**config.mk**
```make
export PLATFORM = sky130hd
export DESIGN_NAME = vxc_regs
export DESIGN_NICKNAME = d
export VERILOG_FILES = /design/src/hdl/vxc_pkg.sv /design/src/hdl/vxc_regs.sv
export SDC_FILE = /design/constraint.sdc
export NUM_CORES = 1
export LEC_CHECK = 0
export ABC_AREA = 1
export BUFFER_PORTS_ARGS = -buffer_cell sky130_fd_sc_hd__buf_2
export CAP_MARGIN = 20
export CORE_UTILIZATION = 40
export DETAILED_ROUTE_END_ITERATION = 10
export PLACE_DENSITY_LB_ADDON = 0.3
export SETUP_SLACK_MARGIN = 0.4
export SYNTH_ARGS = -nofsm -noshare
export SYNTH_HDL_FRONTEND = slang
export SYNTH_SLANG_ARGS = --single-unit
```
**constraint.sdc**
```tcl
create_clock -name sys_clk -period 4 [get_ports sys_clk]
set_input_delay 0.8 -clock sys_clk [delete_from_list [all_inputs] [get_ports sys_clk]]
set_output_delay 0.8 -clock sys_clk [all_outputs]
set_load 0.02 [all_outputs]
```
**src/hdl/vxc_pkg.sv**
```systemverilog
// Package for the vendor extended capability register bank
package vxc_pkg;

  // ----------------------------------------------------------------
  // Register offsets (byte addresses in configuration space)
  // ----------------------------------------------------------------
  localparam logic [11:0] VXC_OFF_CAP_HDR     = 12'h200;
  localparam logic [11:0] VXC_OFF_VS_HDR      = 12'h204;
  localparam logic [11:0] VXC_OFF_MARKER      = 12'h208;
  localparam logic [11:0] VXC_OFF_SID0        = 12'h20c;
  localparam logic [11:0] VXC_OFF_SID1        = 12'h210;
  localparam logic [11:0] VXC_OFF_SID2        = 12'h214;
  localparam logic [11:0] VXC_OFF_SID3        = 12'h218;
  localparam logic [11:0] VXC_OFF_LINK_STAT   = 12'h21c;
  localparam logic [11:0] VXC_OFF_MODE_CTRL   = 12'h220;
  localparam logic [11:0] VXC_OFF_DATA_HIGH   = 12'h224;
  localparam logic [11:0] VXC_OFF_DATA        = 12'h228;
  localparam logic [11:0] VXC_OFF_PROG_CTRL   = 12'h22c;
  localparam logic [11:0] VXC_OFF_RESERVED    = 12'h230;
  localparam logic [11:0] VXC_OFF_UNC_STAT    = 12'h234;
  localparam logic [11:0] VXC_OFF_UNC_MASK    = 12'h238;
  localparam logic [11:0] VXC_OFF_COR_STAT    = 12'h23c;
  localparam logic [11:0] VXC_OFF_COR_MASK    = 12'h240;

  // ----------------------------------------------------------------
  // Fixed field values
  // ----------------------------------------------------------------
  localparam logic [15:0] VXC_EXT_CAP_ID      = 16'h000b;
  localparam logic [3:0]  VXC_CAP_VERSION     = 4'h1;
  localparam logic [11:0] VXC_STRUCT_LENGTH   = 12'h044;

  // Field positions of the status word at 0x21c
  localparam int          VXC_STAT_LSB        = 18;
  localparam int          VXC_STAT_W          = 8;

  // Reset values
  localparam logic [31:0] VXC_RST_WORD        = 32'h0000_0000;
  localparam logic [7:0]  VXC_RST_NUMCLKS     = 8'h00;

  // ----------------------------------------------------------------
  // Configuration access carrier
  // ----------------------------------------------------------------
  typedef struct packed {
    logic        rd;
    logic        wr;
    logic [11:0] addr;
    logic [31:0] wdata;
    logic [3:0]  be;
  } vxc_cfg_req_t;

  typedef struct packed {
    logic        valid;
    logic [31:0] rdata;
  } vxc_cfg_rsp_t;

  // Status mirrored from the configuration-over-link controller
  typedef struct packed {
    logic core_ready;
    logic clk_in_use;
    logic config_done;
    logic spare;
    logic user_mode;
    logic enabled;
    logic config_error;
    logic config_ready;
  } vxc_link_stat_t;

  // Writable control/error state
  typedef struct packed {
    logic [31:0] mode_ctrl;
    logic [31:0] data_high;
    logic [31:0] data;
    logic [31:0] prog_ctrl;
    logic [31:0] unc_stat;
    logic [31:0] unc_mask;
    logic [31:0] cor_stat;
    logic [31:0] cor_mask;
  } vxc_ctl_t;

  typedef struct packed {
    vxc_ctl_t     ctl;
    vxc_cfg_rsp_t rsp;
    logic         data_wr;
  } vxc_state_t;

endpackage

```
**src/hdl/vxc_regs.sv**
```systemverilog
// Vendor extended capability register bank in configuration space
`timescale 1ns/1ns
// Behaviour
// - Capability header bits 15:0 return fixed ID 0x000b, read-only.
// - Capability header bits 19:16 return version one, read-only.
// - Capability header bits 31:20 return next capability offset or zero.
// - Vendor header ID and revision are instantiation parameters; writes ignored.
// - Vendor header holds user structure ID 15:0 and revision 19:16.
// - Vendor header bits 31:20 report structure length 0x044.
// - Read-only 32-bit marker word with device-defined value.
// - 128-bit silicon identifier as four read-only words, lowest first.
// - 16-bit read-only board type identifier set at configuration.
// - Internal error status and mask pairs occupy 0x234 through 0x240.
// - Bits 25:18 of board-type word mirror link configuration status.
module vxc_regs
  import vxc_pkg::*;
#(
  parameter logic [11:0]  NEXT_CAP_OFFSET = 12'h000,
  parameter logic [15:0]  STRUCT_ID       = 16'h1172,  // Arbitrary value
  parameter logic [3:0]   STRUCT_REV      = 4'h0,
  parameter logic [31:0]  MARKER_VALUE    = 32'h5a5a_0001,  // Arbitrary value
  parameter logic [127:0] SILICON_ID      = 128'h0,  // Arbitrary value
  parameter logic [15:0]  BOARD_TYPE_ID   = 16'h0000
)(
  input  wire logic           sys_clk,
  input  wire logic           reset,
  input  wire vxc_cfg_req_t   cfg_req,
  output vxc_cfg_rsp_t        cfg_rsp,
  input  wire vxc_link_stat_t link_stat,
  input  wire logic [31:0]    unc_err_event,
  input  wire logic [31:0]    cor_err_event,
  output logic [31:0]         mode_ctrl,
  output logic [31:0]         prog_ctrl,
  output logic [31:0]         link_data,
  output logic [31:0]         link_data_high,
  output logic                link_data_wr,
  output logic                unc_err_flag,
  output logic                cor_err_flag
);

  // ----------------------------------------------------------------
  // Read-only words
  // ----------------------------------------------------------------
  logic [31:0] cap_hdr;
  logic [31:0] vs_hdr;
  logic [31:0] stat_word;

  assign cap_hdr   = {NEXT_CAP_OFFSET, VXC_CAP_VERSION, VXC_EXT_CAP_ID};
  assign vs_hdr    = {VXC_STRUCT_LENGTH, STRUCT_REV, STRUCT_ID};
  // Status sits at 25:18, the rest of the upper half reads zero
  assign stat_word = {6'h00, link_stat, 2'h0, BOARD_TYPE_ID};

  // ----------------------------------------------------------------
  // Byte-enable write merge
  // ----------------------------------------------------------------
  function automatic logic [31:0] vxc_merge(input logic [31:0] old,
                                            input logic [31:0] wd,
                                            input logic [3:0]  be);
    logic [31:0] r;
    r = old;
    for (int i = 0; i < 4; i++)
    begin
      if (be[i])
      begin
        r[i*8 +: 8] = wd[i*8 +: 8];
      end
    end
    return r;
  endfunction

  // Write-one-to-clear on error status, with a new event winning over the clear
  function automatic logic [31:0] vxc_w1c(input logic [31:0] old,
                                          input logic [31:0] wd,
                                          input logic [3:0]  be,
                                          input logic        hit,
                                          input logic [31:0] ev);
    logic [31:0] clr;
    clr = hit ? (wd & {{8{be[3]}}, {8{be[2]}}, {8{be[1]}}, {8{be[0]}}}) : 32'h0000_0000;
    return (old & ~clr) | ev;
  endfunction

  // ----------------------------------------------------------------
  // State
  // ----------------------------------------------------------------
  vxc_state_t st;
  vxc_state_t next_st;
  logic       wr_hit;

  assign wr_hit = cfg_req.wr;

  always_comb
  begin
    next_st           = st;
    next_st.rsp.valid = 1'b0;
    next_st.data_wr   = 1'b0;

    // Hardware events set status every cycle
    next_st.ctl.unc_stat = vxc_w1c(st.ctl.unc_stat, cfg_req.wdata, cfg_req.be,
                                   wr_hit && cfg_req.addr == VXC_OFF_UNC_STAT,
                                   unc_err_event);
    next_st.ctl.cor_stat = vxc_w1c(st.ctl.cor_stat, cfg_req.wdata, cfg_req.be,
                                   wr_hit && cfg_req.addr == VXC_OFF_COR_STAT,
                                   cor_err_event);

    if (wr_hit)
    begin
      // Header, marker, identifier and reserved words ignore writes
      case (cfg_req.addr)
        VXC_OFF_MODE_CTRL:
        begin
          // Only the clock count and the two control bits are writable
          next_st.ctl.mode_ctrl = vxc_merge(st.ctl.mode_ctrl, cfg_req.wdata, cfg_req.be)
                                  & 32'h0000_ff06;
        end
        VXC_OFF_DATA_HIGH:
        begin
          next_st.ctl.data_high = vxc_merge(st.ctl.data_high, cfg_req.wdata, cfg_req.be);
        end
        VXC_OFF_DATA:
        begin
          next_st.ctl.data = vxc_merge(st.ctl.data, cfg_req.wdata, cfg_req.be);
          next_st.data_wr = 1'b1;
        end
        VXC_OFF_PROG_CTRL:
        begin
          next_st.ctl.prog_ctrl = vxc_merge(st.ctl.prog_ctrl, cfg_req.wdata, cfg_req.be);
        end
        VXC_OFF_UNC_MASK:
        begin
          next_st.ctl.unc_mask = vxc_merge(st.ctl.unc_mask, cfg_req.wdata, cfg_req.be);
        end
        VXC_OFF_COR_MASK:
        begin
          next_st.ctl.cor_mask = vxc_merge(st.ctl.cor_mask, cfg_req.wdata, cfg_req.be);
        end
        default:
        begin
          next_st.ctl = next_st.ctl;
        end
      endcase
    end

    if (cfg_req.rd)
    begin
      next_st.rsp.valid = 1'b1;
      case (cfg_req.addr)
        VXC_OFF_CAP_HDR:   next_st.rsp.rdata = cap_hdr;
        VXC_OFF_VS_HDR:    next_st.rsp.rdata = vs_hdr;
        VXC_OFF_MARKER:    next_st.rsp.rdata = MARKER_VALUE;
        VXC_OFF_SID0:      next_st.rsp.rdata = SILICON_ID[31:0];
        VXC_OFF_SID1:      next_st.rsp.rdata = SILICON_ID[63:32];
        VXC_OFF_SID2:      next_st.rsp.rdata = SILICON_ID[95:64];
        VXC_OFF_SID3:      next_st.rsp.rdata = SILICON_ID[127:96];
        VXC_OFF_LINK_STAT: next_st.rsp.rdata = stat_word;
        VXC_OFF_MODE_CTRL: next_st.rsp.rdata = st.ctl.mode_ctrl;
        VXC_OFF_DATA_HIGH: next_st.rsp.rdata = st.ctl.data_high;
        VXC_OFF_DATA:      next_st.rsp.rdata = st.ctl.data;
        VXC_OFF_PROG_CTRL: next_st.rsp.rdata = st.ctl.prog_ctrl;
        VXC_OFF_UNC_STAT:  next_st.rsp.rdata = st.ctl.unc_stat;
        VXC_OFF_UNC_MASK:  next_st.rsp.rdata = st.ctl.unc_mask;
        VXC_OFF_COR_STAT:  next_st.rsp.rdata = st.ctl.cor_stat;
        VXC_OFF_COR_MASK:  next_st.rsp.rdata = st.ctl.cor_mask;
        default:           next_st.rsp.rdata = VXC_RST_WORD;
      endcase
    end
  end

  always_ff @(posedge sys_clk)
  begin
    if (reset)
    begin
      st <= '0;
    end
    else
    begin
      st <= next_st;
    end
  end

  // ----------------------------------------------------------------
  // Outputs
  // ----------------------------------------------------------------
  logic unc_flag_q;
  logic cor_flag_q;

  always_ff @(posedge sys_clk)
  begin
    if (reset)
    begin
      unc_flag_q <= 1'b0;
      cor_flag_q <= 1'b0;
    end
    else
    begin
      unc_flag_q <= |(next_st.ctl.unc_stat & ~next_st.ctl.unc_mask);
      cor_flag_q <= |(next_st.ctl.cor_stat & ~next_st.ctl.cor_mask);
    end
  end

  assign cfg_rsp        = st.rsp;
  assign mode_ctrl      = st.ctl.mode_ctrl;
  assign prog_ctrl      = st.ctl.prog_ctrl;
  assign link_data      = st.ctl.data;
  assign link_data_high = st.ctl.data_high;
  assign link_data_wr   = st.data_wr;
  assign unc_err_flag   = unc_flag_q;
  assign cor_err_flag   = cor_flag_q;

  // ----------------------------------------------------------------
  // Assertions
  // ----------------------------------------------------------------
  AST_CAP_ID: assert property (@(posedge sys_clk) disable iff (reset)
    cfg_req.rd && cfg_req.addr == VXC_OFF_CAP_HDR |=> cfg_rsp.valid && cfg_rsp.rdata[15:0] == 16'h000b)
    else $error("Capability ID wrong");
  AST_CAP_VER: assert property (@(posedge sys_clk) disable iff (reset)
    cfg_req.rd && cfg_req.addr == VXC_OFF_CAP_HDR |=> cfg_rsp.rdata[19:16] == 4'h1)
    else $error("Capability version wrong");
  AST_CAP_NEXT: assert property (@(posedge sys_clk) disable iff (reset)
    cfg_req.rd && cfg_req.addr == VXC_OFF_CAP_HDR |=> cfg_rsp.rdata[31:20] == NEXT_CAP_OFFSET)
    else $error("Next offset wrong");
  AST_VS_HDR: assert property (@(posedge sys_clk) disable iff (reset)
    cfg_req.rd && cfg_req.addr == VXC_OFF_VS_HDR |=> cfg_rsp.rdata[19:0] == {STRUCT_REV, STRUCT_ID})
    else $error("Vendor header wrong");
  AST_VS_LEN: assert property (@(posedge sys_clk) disable iff (reset)
    cfg_req.rd && cfg_req.addr == VXC_OFF_VS_HDR |=> cfg_rsp.rdata[31:20] == 12'h044)
    else $error("Structure length wrong");
  AST_MARKER: assert property (@(posedge sys_clk) disable iff (reset)
    cfg_req.rd && cfg_req.addr == VXC_OFF_MARKER |=> cfg_rsp.rdata == MARKER_VALUE)
    else $error("Marker wrong");
  AST_SID0: assert property (@(posedge sys_clk) disable iff (reset)
    cfg_req.rd && cfg_req.addr == VXC_OFF_SID0 |=> cfg_rsp.rdata == SILICON_ID[31:0])
    else $error("Silicon id word 0 wrong");
  AST_SID1: assert property (@(posedge sys_clk) disable iff (reset)
    cfg_req.rd && cfg_req.addr == VXC_OFF_SID1 |=> cfg_rsp.rdata == SILICON_ID[63:32])
    else $error("Silicon id word 1 wrong");
  AST_SID2: assert property (@(posedge sys_clk) disable iff (reset)
    cfg_req.rd && cfg_req.addr == VXC_OFF_SID2 |=> cfg_rsp.rdata == SILICON_ID[95:64])
    else $error("Silicon id word 2 wrong");
  AST_SID3: assert property (@(posedge sys_clk) disable iff (reset)
    cfg_req.rd && cfg_req.addr == VXC_OFF_SID3 |=> cfg_rsp.rdata == SILICON_ID[127:96])
    else $error("Silicon id high word wrong");
  AST_STAT: assert property (@(posedge sys_clk) disable iff (reset)
    cfg_req.rd && cfg_req.addr == VXC_OFF_LINK_STAT
    |=> cfg_rsp.rdata == {6'h00, $past(link_stat), 2'h0, BOARD_TYPE_ID})
    else $error("Status word wrong");
  AST_BOARD_ID: assert property (@(posedge sys_clk) disable iff (reset)
    cfg_req.rd && cfg_req.addr == VXC_OFF_LINK_STAT |=> cfg_rsp.rdata[15:0] == BOARD_TYPE_ID)
    else $error("Board type id wrong");
  AST_UNC_STICKY: assert property (@(posedge sys_clk) disable iff (reset)
    |unc_err_event |=> (st.ctl.unc_stat & $past(unc_err_event)) == $past(unc_err_event))
    else $error("Error event lost");
  AST_COR_STICKY: assert property (@(posedge sys_clk) disable iff (reset)
    |cor_err_event |=> (st.ctl.cor_stat & $past(cor_err_event)) == $past(cor_err_event))
    else $error("Correctable error event lost");
  AST_UNC_HOLD: assert property (@(posedge sys_clk) disable iff (reset)
    !(cfg_req.wr && cfg_req.addr == VXC_OFF_UNC_STAT)
    |=> (st.ctl.unc_stat & $past(st.ctl.unc_stat)) == $past(st.ctl.unc_stat))
    else $error("Uncorrectable status bit lost without a clear");
  AST_COR_HOLD: assert property (@(posedge sys_clk) disable iff (reset)
    !(cfg_req.wr && cfg_req.addr == VXC_OFF_COR_STAT)
    |=> (st.ctl.cor_stat & $past(st.ctl.cor_stat)) == $past(st.ctl.cor_stat))
    else $error("Correctable status bit lost without a clear");
  AST_UNC_FLAG: assert property (@(posedge sys_clk) disable iff (reset)
    |(unc_err_event & ~st.ctl.unc_mask) && !(cfg_req.wr && cfg_req.addr == VXC_OFF_UNC_MASK)
    |=> unc_err_flag)
    else $error("Unmasked uncorrectable error not flagged");
  AST_COR_FLAG: assert property (@(posedge sys_clk) disable iff (reset)
    |(cor_err_event & ~st.ctl.cor_mask) && !(cfg_req.wr && cfg_req.addr == VXC_OFF_COR_MASK)
    |=> cor_err_flag)
    else $error("Unmasked correctable error not flagged");
  AST_RSVD: assert property (@(posedge sys_clk) disable iff (reset)
    cfg_req.rd && cfg_req.addr == VXC_OFF_RESERVED |=> cfg_rsp.rdata == 32'h0000_0000)
    else $error("Reserved word not zero");

  // ----------------------------------------------------------------
  // Write side and reply timing
  // ----------------------------------------------------------------
  AST_RSVD_WR: assert property (@(posedge sys_clk) disable iff (reset)
    cfg_req.wr && cfg_req.addr == VXC_OFF_RESERVED
    |=> $stable({mode_ctrl, prog_ctrl, link_data, link_data_high, st.ctl.unc_mask, st.ctl.cor_mask}))
    else $error("Write to reserved word changed state");
  AST_RO_WR: assert property (@(posedge sys_clk) disable iff (reset)
    cfg_req.wr && cfg_req.addr <= VXC_OFF_LINK_STAT
    |=> $stable({mode_ctrl, prog_ctrl, link_data, link_data_high, st.ctl.unc_mask, st.ctl.cor_mask}))
    else $error("Write to read-only word changed state");
  AST_DATA_WR: assert property (@(posedge sys_clk) disable iff (reset)
    cfg_req.wr && cfg_req.addr == VXC_OFF_DATA |=> link_data_wr)
    else $error("Data strobe missing");
  AST_NO_DATA_WR: assert property (@(posedge sys_clk) disable iff (reset)
    !(cfg_req.wr && cfg_req.addr == VXC_OFF_DATA) |=> !link_data_wr)
    else $error("Data strobe without a data write");
  AST_RD_VALID: assert property (@(posedge sys_clk) disable iff (reset)
    cfg_req.rd |=> cfg_rsp.valid)
    else $error("Read not answered");
  AST_NO_RD_VALID: assert property (@(posedge sys_clk) disable iff (reset)
    !cfg_req.rd |=> !cfg_rsp.valid && $stable(cfg_rsp.rdata))
    else $error("Reply moved without a read");

  COV_DATA_WR: cover property (@(posedge sys_clk) disable iff (reset) link_data_wr);
  COV_UNC: cover property (@(posedge sys_clk) disable iff (reset) unc_err_flag);
  COV_MODE: cover property (@(posedge sys_clk) disable iff (reset) mode_ctrl[2]);
  COV_COR: cover property (@(posedge sys_clk) disable iff (reset) cor_err_flag);
  COV_SET_CLR: cover property (@(posedge sys_clk) disable iff (reset)
    |unc_err_event && cfg_req.wr && cfg_req.addr == VXC_OFF_UNC_STAT);

endmodule
```
==> impl_metrics.py <==
metrics = {
    "run_status": {
        "status": "complete, no violations",
    },
    "power_and_ir_drop": {
        "peakVddDrop_uv": 371,
        "power_w": 0.00627,
        "powerDensity_nw_per_um2": 397,
        "leakage_nw": 7.64,
    },
    "timing": {
        "finalSetupViolCount": 0,
        "slew_headroom_pct": 35.2,
        "fmax_ghz": 0.400,
        "rsz0062_at_grt": "no",
        "tns_ns": 0,
        "finalCriticalPeriod_ns": 2.50,
        "worst_pin_slew_ns": 0.971,
        "finalCritPeriodShare_pct": 62.4,
        "finClkSkew_ns": 0.00884,
        "maxSlewViolCount": 0,
        "finalHoldViolations": 0,
        "fin_ws_ns": 1.50,
    },
    "floorplanning": {
        "chipWidth_um": 190,
        "fp-row-count": 68,
        "coreArea_um2": 34600,
        "initial_core_util_pct": 40.7,
        "dieArea_um2": 36000,
        "die_h_um": 190,
        "io_pins": 288,
    },
    "synth": {
        "synth.area.top_cells": "dfxtp_1, nand2_1, buf_4",
        "synthTopCellsByCount": "nand2_1, dfxtp_1, inv_1",
        "synth-seq-area-share_pct": 38.3,
        "ys_ff_latch": 270,
        "synthDistinctLibCells": 31,
        "yosysMostFrequentCell": "nand2_1",
        "yosys.area.top_type": "dfxtp_1",
        "ys_async_sr_fraction_pct": 0,
        "avgSynthCellArea_um2": 6.79,
        "synthCells": 2077,
        "synth_flop_cell": "dfxtp_1",
        "synth_edf_count": 0,
        "synth_top_area_share_pct": 38.3,
        "netlist_area_um2": 14100,
        "ys_warn_count": 0,
    },
    "cells_and_area": {
        "final_core_util_pct": 45.6,
        "fillers": 3649,
        "regArea_um2": 5410,
        "diodes": 0,
        "area.growth.synth_to_final_pct": 12.0,
        "drive_gt1_share_pct": 17.7,
        "fin_area_um2": 15800,
        "multiInputGateArea_um2": 6070,
        "nNetsFinal": 2287,
    },
    "setup_path": {
        "cp_num_buf_inv": 2,
        "cp.required_ns": 4.41,
        "critPathLaunchType": "input port",
        "critical-path-max-stage-delay_ns": 0.40,
        "cp.arrival_ns": 2.91,
        "endpoint_kind": "flop",
        "critPathSlowestCell": "nor2_4",
        "crit_chain": "buf_2 -> nor2_2 -> nand2_2 -> nor2_4 -> buf_4 -> nand4_1 -> nand2_1 -> nand2_1 -> nand2_1 -> nand2_1 -> nor2_1 -> nand2_1 -> nor2_1 -> a21oi_1",
        "path_common_cell": "nand2_1",
        "crit_fanout": 21,
        "crit_family": "simple AND/OR/NAND/NOR gates",
        "crit_type": "in -> reg",
    },
    "route": {
        "highest_layer": "met5",
        "dr.first_iter.drc_count": 1386,
        "routed-wl-met3_um": 5250,
        "wl_per_cell_um": 18.5,
        "vias": 13900,
        "drcViolationCount": 0,
        "dr.pass1.iters": 5,
        "viasPerCell": 5.26,
        "wl_um": 48800,
        "ant_nets": 0,
        "met2WireLength_um": 20600,
        "m1WireLength_um": 21400,
    },
    "clock_network": {
        "cts_hold_buffers": 0,
        "cts.sinks": 270,
        "insertion_delay_ns": 0.56,
        "post-cts-setup-buffers": 0,
        "numCtsBuffers": 30,
        "clockRootBuffer": "clkbuf_16",
        "cts.reportedPaths.clkPinSlew_ns": 0.06,
        "cts.repair.resized": 0,
        "clockBufferDepth": 3,
        "cts_max_level": 1,
        "cts_tree": "yes",
    },
    "worst_hold_path": {
        "min_path_type": "reg -> reg",
    },
    "global_routing": {
        "grt_pass1_wl_um": 73400,
        "antenna_found_initial": 1,
        "grt_max_degree": 74,
        "grt_remaining_overflow": 0,
        "grtUsageTotal_pct": 26.3,
        "grt_pass1_vias": 12800,
    },
    "placed_design": {
        "port_buffers": 265,
        "hpwlAfterDp_um": 35400,
        "gp_congestion": 0.918,
        "place_area_um2": 14700,
        "dpl_worst_slack_ns": 0.968,
    },
    "run": {
        "cap_violations": 0,
    },
}
routing by layer:
metal	global-route usage, %	vias to the layer above
li1	-	6720
met1	36.8	6322
met2	39.8	749
met3	5.57	100
met4	9.12	2
met5	0	-
area by class of cell:
type	instances	area share (%)
clock buffers	43	5.58
well taps	455	3.60
flip-flops and latches	270	34.2
multi-input cells	1291	38.5
inverters	265	6.31
clock inverters	13	1.40
repair buffers	305	10.4
worst reg2reg max path, delay by kind of cell, from the launching register on:
kind	cells	cell delay (ns)
AND/OR/NAND/NOR	6	0.68
flip-flops	1	0.31
AO/OA/AOI/OAI	2	0.20
buffers and inverters	1	0.05
kinds of logic (layout without fill, tap and decap cells):
logic type             Yosys count  in the layout  share of synthesized area (%)
AO/OA/AOI/OAI                  463            463                           17.4
other                            1             22                         0.0266
buffers and inverters          537            626                           19.2
flip-flops                     270            270                           38.3
AND/OR/NAND/NOR                806            806                           25.0
path summary, 6_finish.rpt:
kind                                endpoint         from  cells past startpoint  slack (ns)
worst max-delay path            unc_err_flag  cfg_req[43]                     14        1.50
worst min register to register   cfg_rsp[24]  cfg_rsp[24]                      2        0.46
worst max register to register  cor_err_flag       st[56]                      9        2.63
worst min-delay path             cfg_rsp[24]  cfg_rsp[24]                      2        0.46
where the power goes:
part           internal [W]  total [W]  switching [W]  leakage, nW
clock network       0.00191    0.00307        0.00116        0.541
logic              0.000121   0.000437       0.000316         4.90
registers           0.00274    0.00276      0.0000256         2.20
sequential cells by signal, indices dropped and copies added (netlist names):
register / flops
mode_ctrl: 10
prog_ctrl: 32
st: 128
cor_err_flag: 1
cfg_rsp: 33
link_data_high: 32
link_data_wr: 1
link_data: 32
unc_err_flag: 1
stage by stage:
stage | hold WS (ns) | cells
2_1_floorplan | 0.439 | 2098
3_3_place_gp | 0.451 | 2586
3_5_place_dp | 0.454 | 2586
4_1_cts | 0.464 | 2642
5_1_grt | 0.481 | 2642
6_report | 0.462 | 2642
cells in the final DEF (no fill, tap or decap):
| master | Yosys | layout |
|---|---|---|
| nand2_2 | 2 | 2 |
| nor3_1 | 6 | 6 |
| nand3_4 | 6 | 6 |
| conb_1 | 1 | 22 |
| buf_2 | 39 | 264 |
| nor2_1 | 180 | 178 |
| nor3_4 | 1 | 1 |
| o32ai_1 | 21 | 21 |
| nor2_4 | 2 | 2 |
| nand3_1 | 97 | 97 |
| bufinv_16 | 0 | 6 |
| nand2_4 | 1 | 1 |
| o22ai_1 | 21 | 21 |
| clkbuf_16 | 0 | 31 |
| inv_2 | 4 | 4 |
| inv_1 | 260 | 259 |
| clkinvlp_4 | 0 | 1 |
| o21ai_1 | 42 | 42 |
| clkinv_2 | 1 | 7 |
| nand3_2 | 6 | 6 |
| nand2_1 | 429 | 429 |
| nor2_8 | 2 | 2 |
| a21oi_2 | 1 | 1 |
| clkbuf_8 | 0 | 6 |
| buf_12 | 0 | 1 |
| a211oi_1 | 9 | 9 |
| clkinv_4 | 0 | 1 |
| buf_6 | 3 | 1 |
| clkbuf_1 | 56 | 6 |
| a21o_1 | 2 | 2 |
| nand4_1 | 71 | 71 |
| nor2_2 | 3 | 5 |
| a21oi_1 | 184 | 184 |
| dfxtp_1 | 270 | 270 |
| buf_4 | 165 | 39 |
| o21ai_0 | 183 | 183 |
Note: power is estimated with default switching activity, not from simulation.
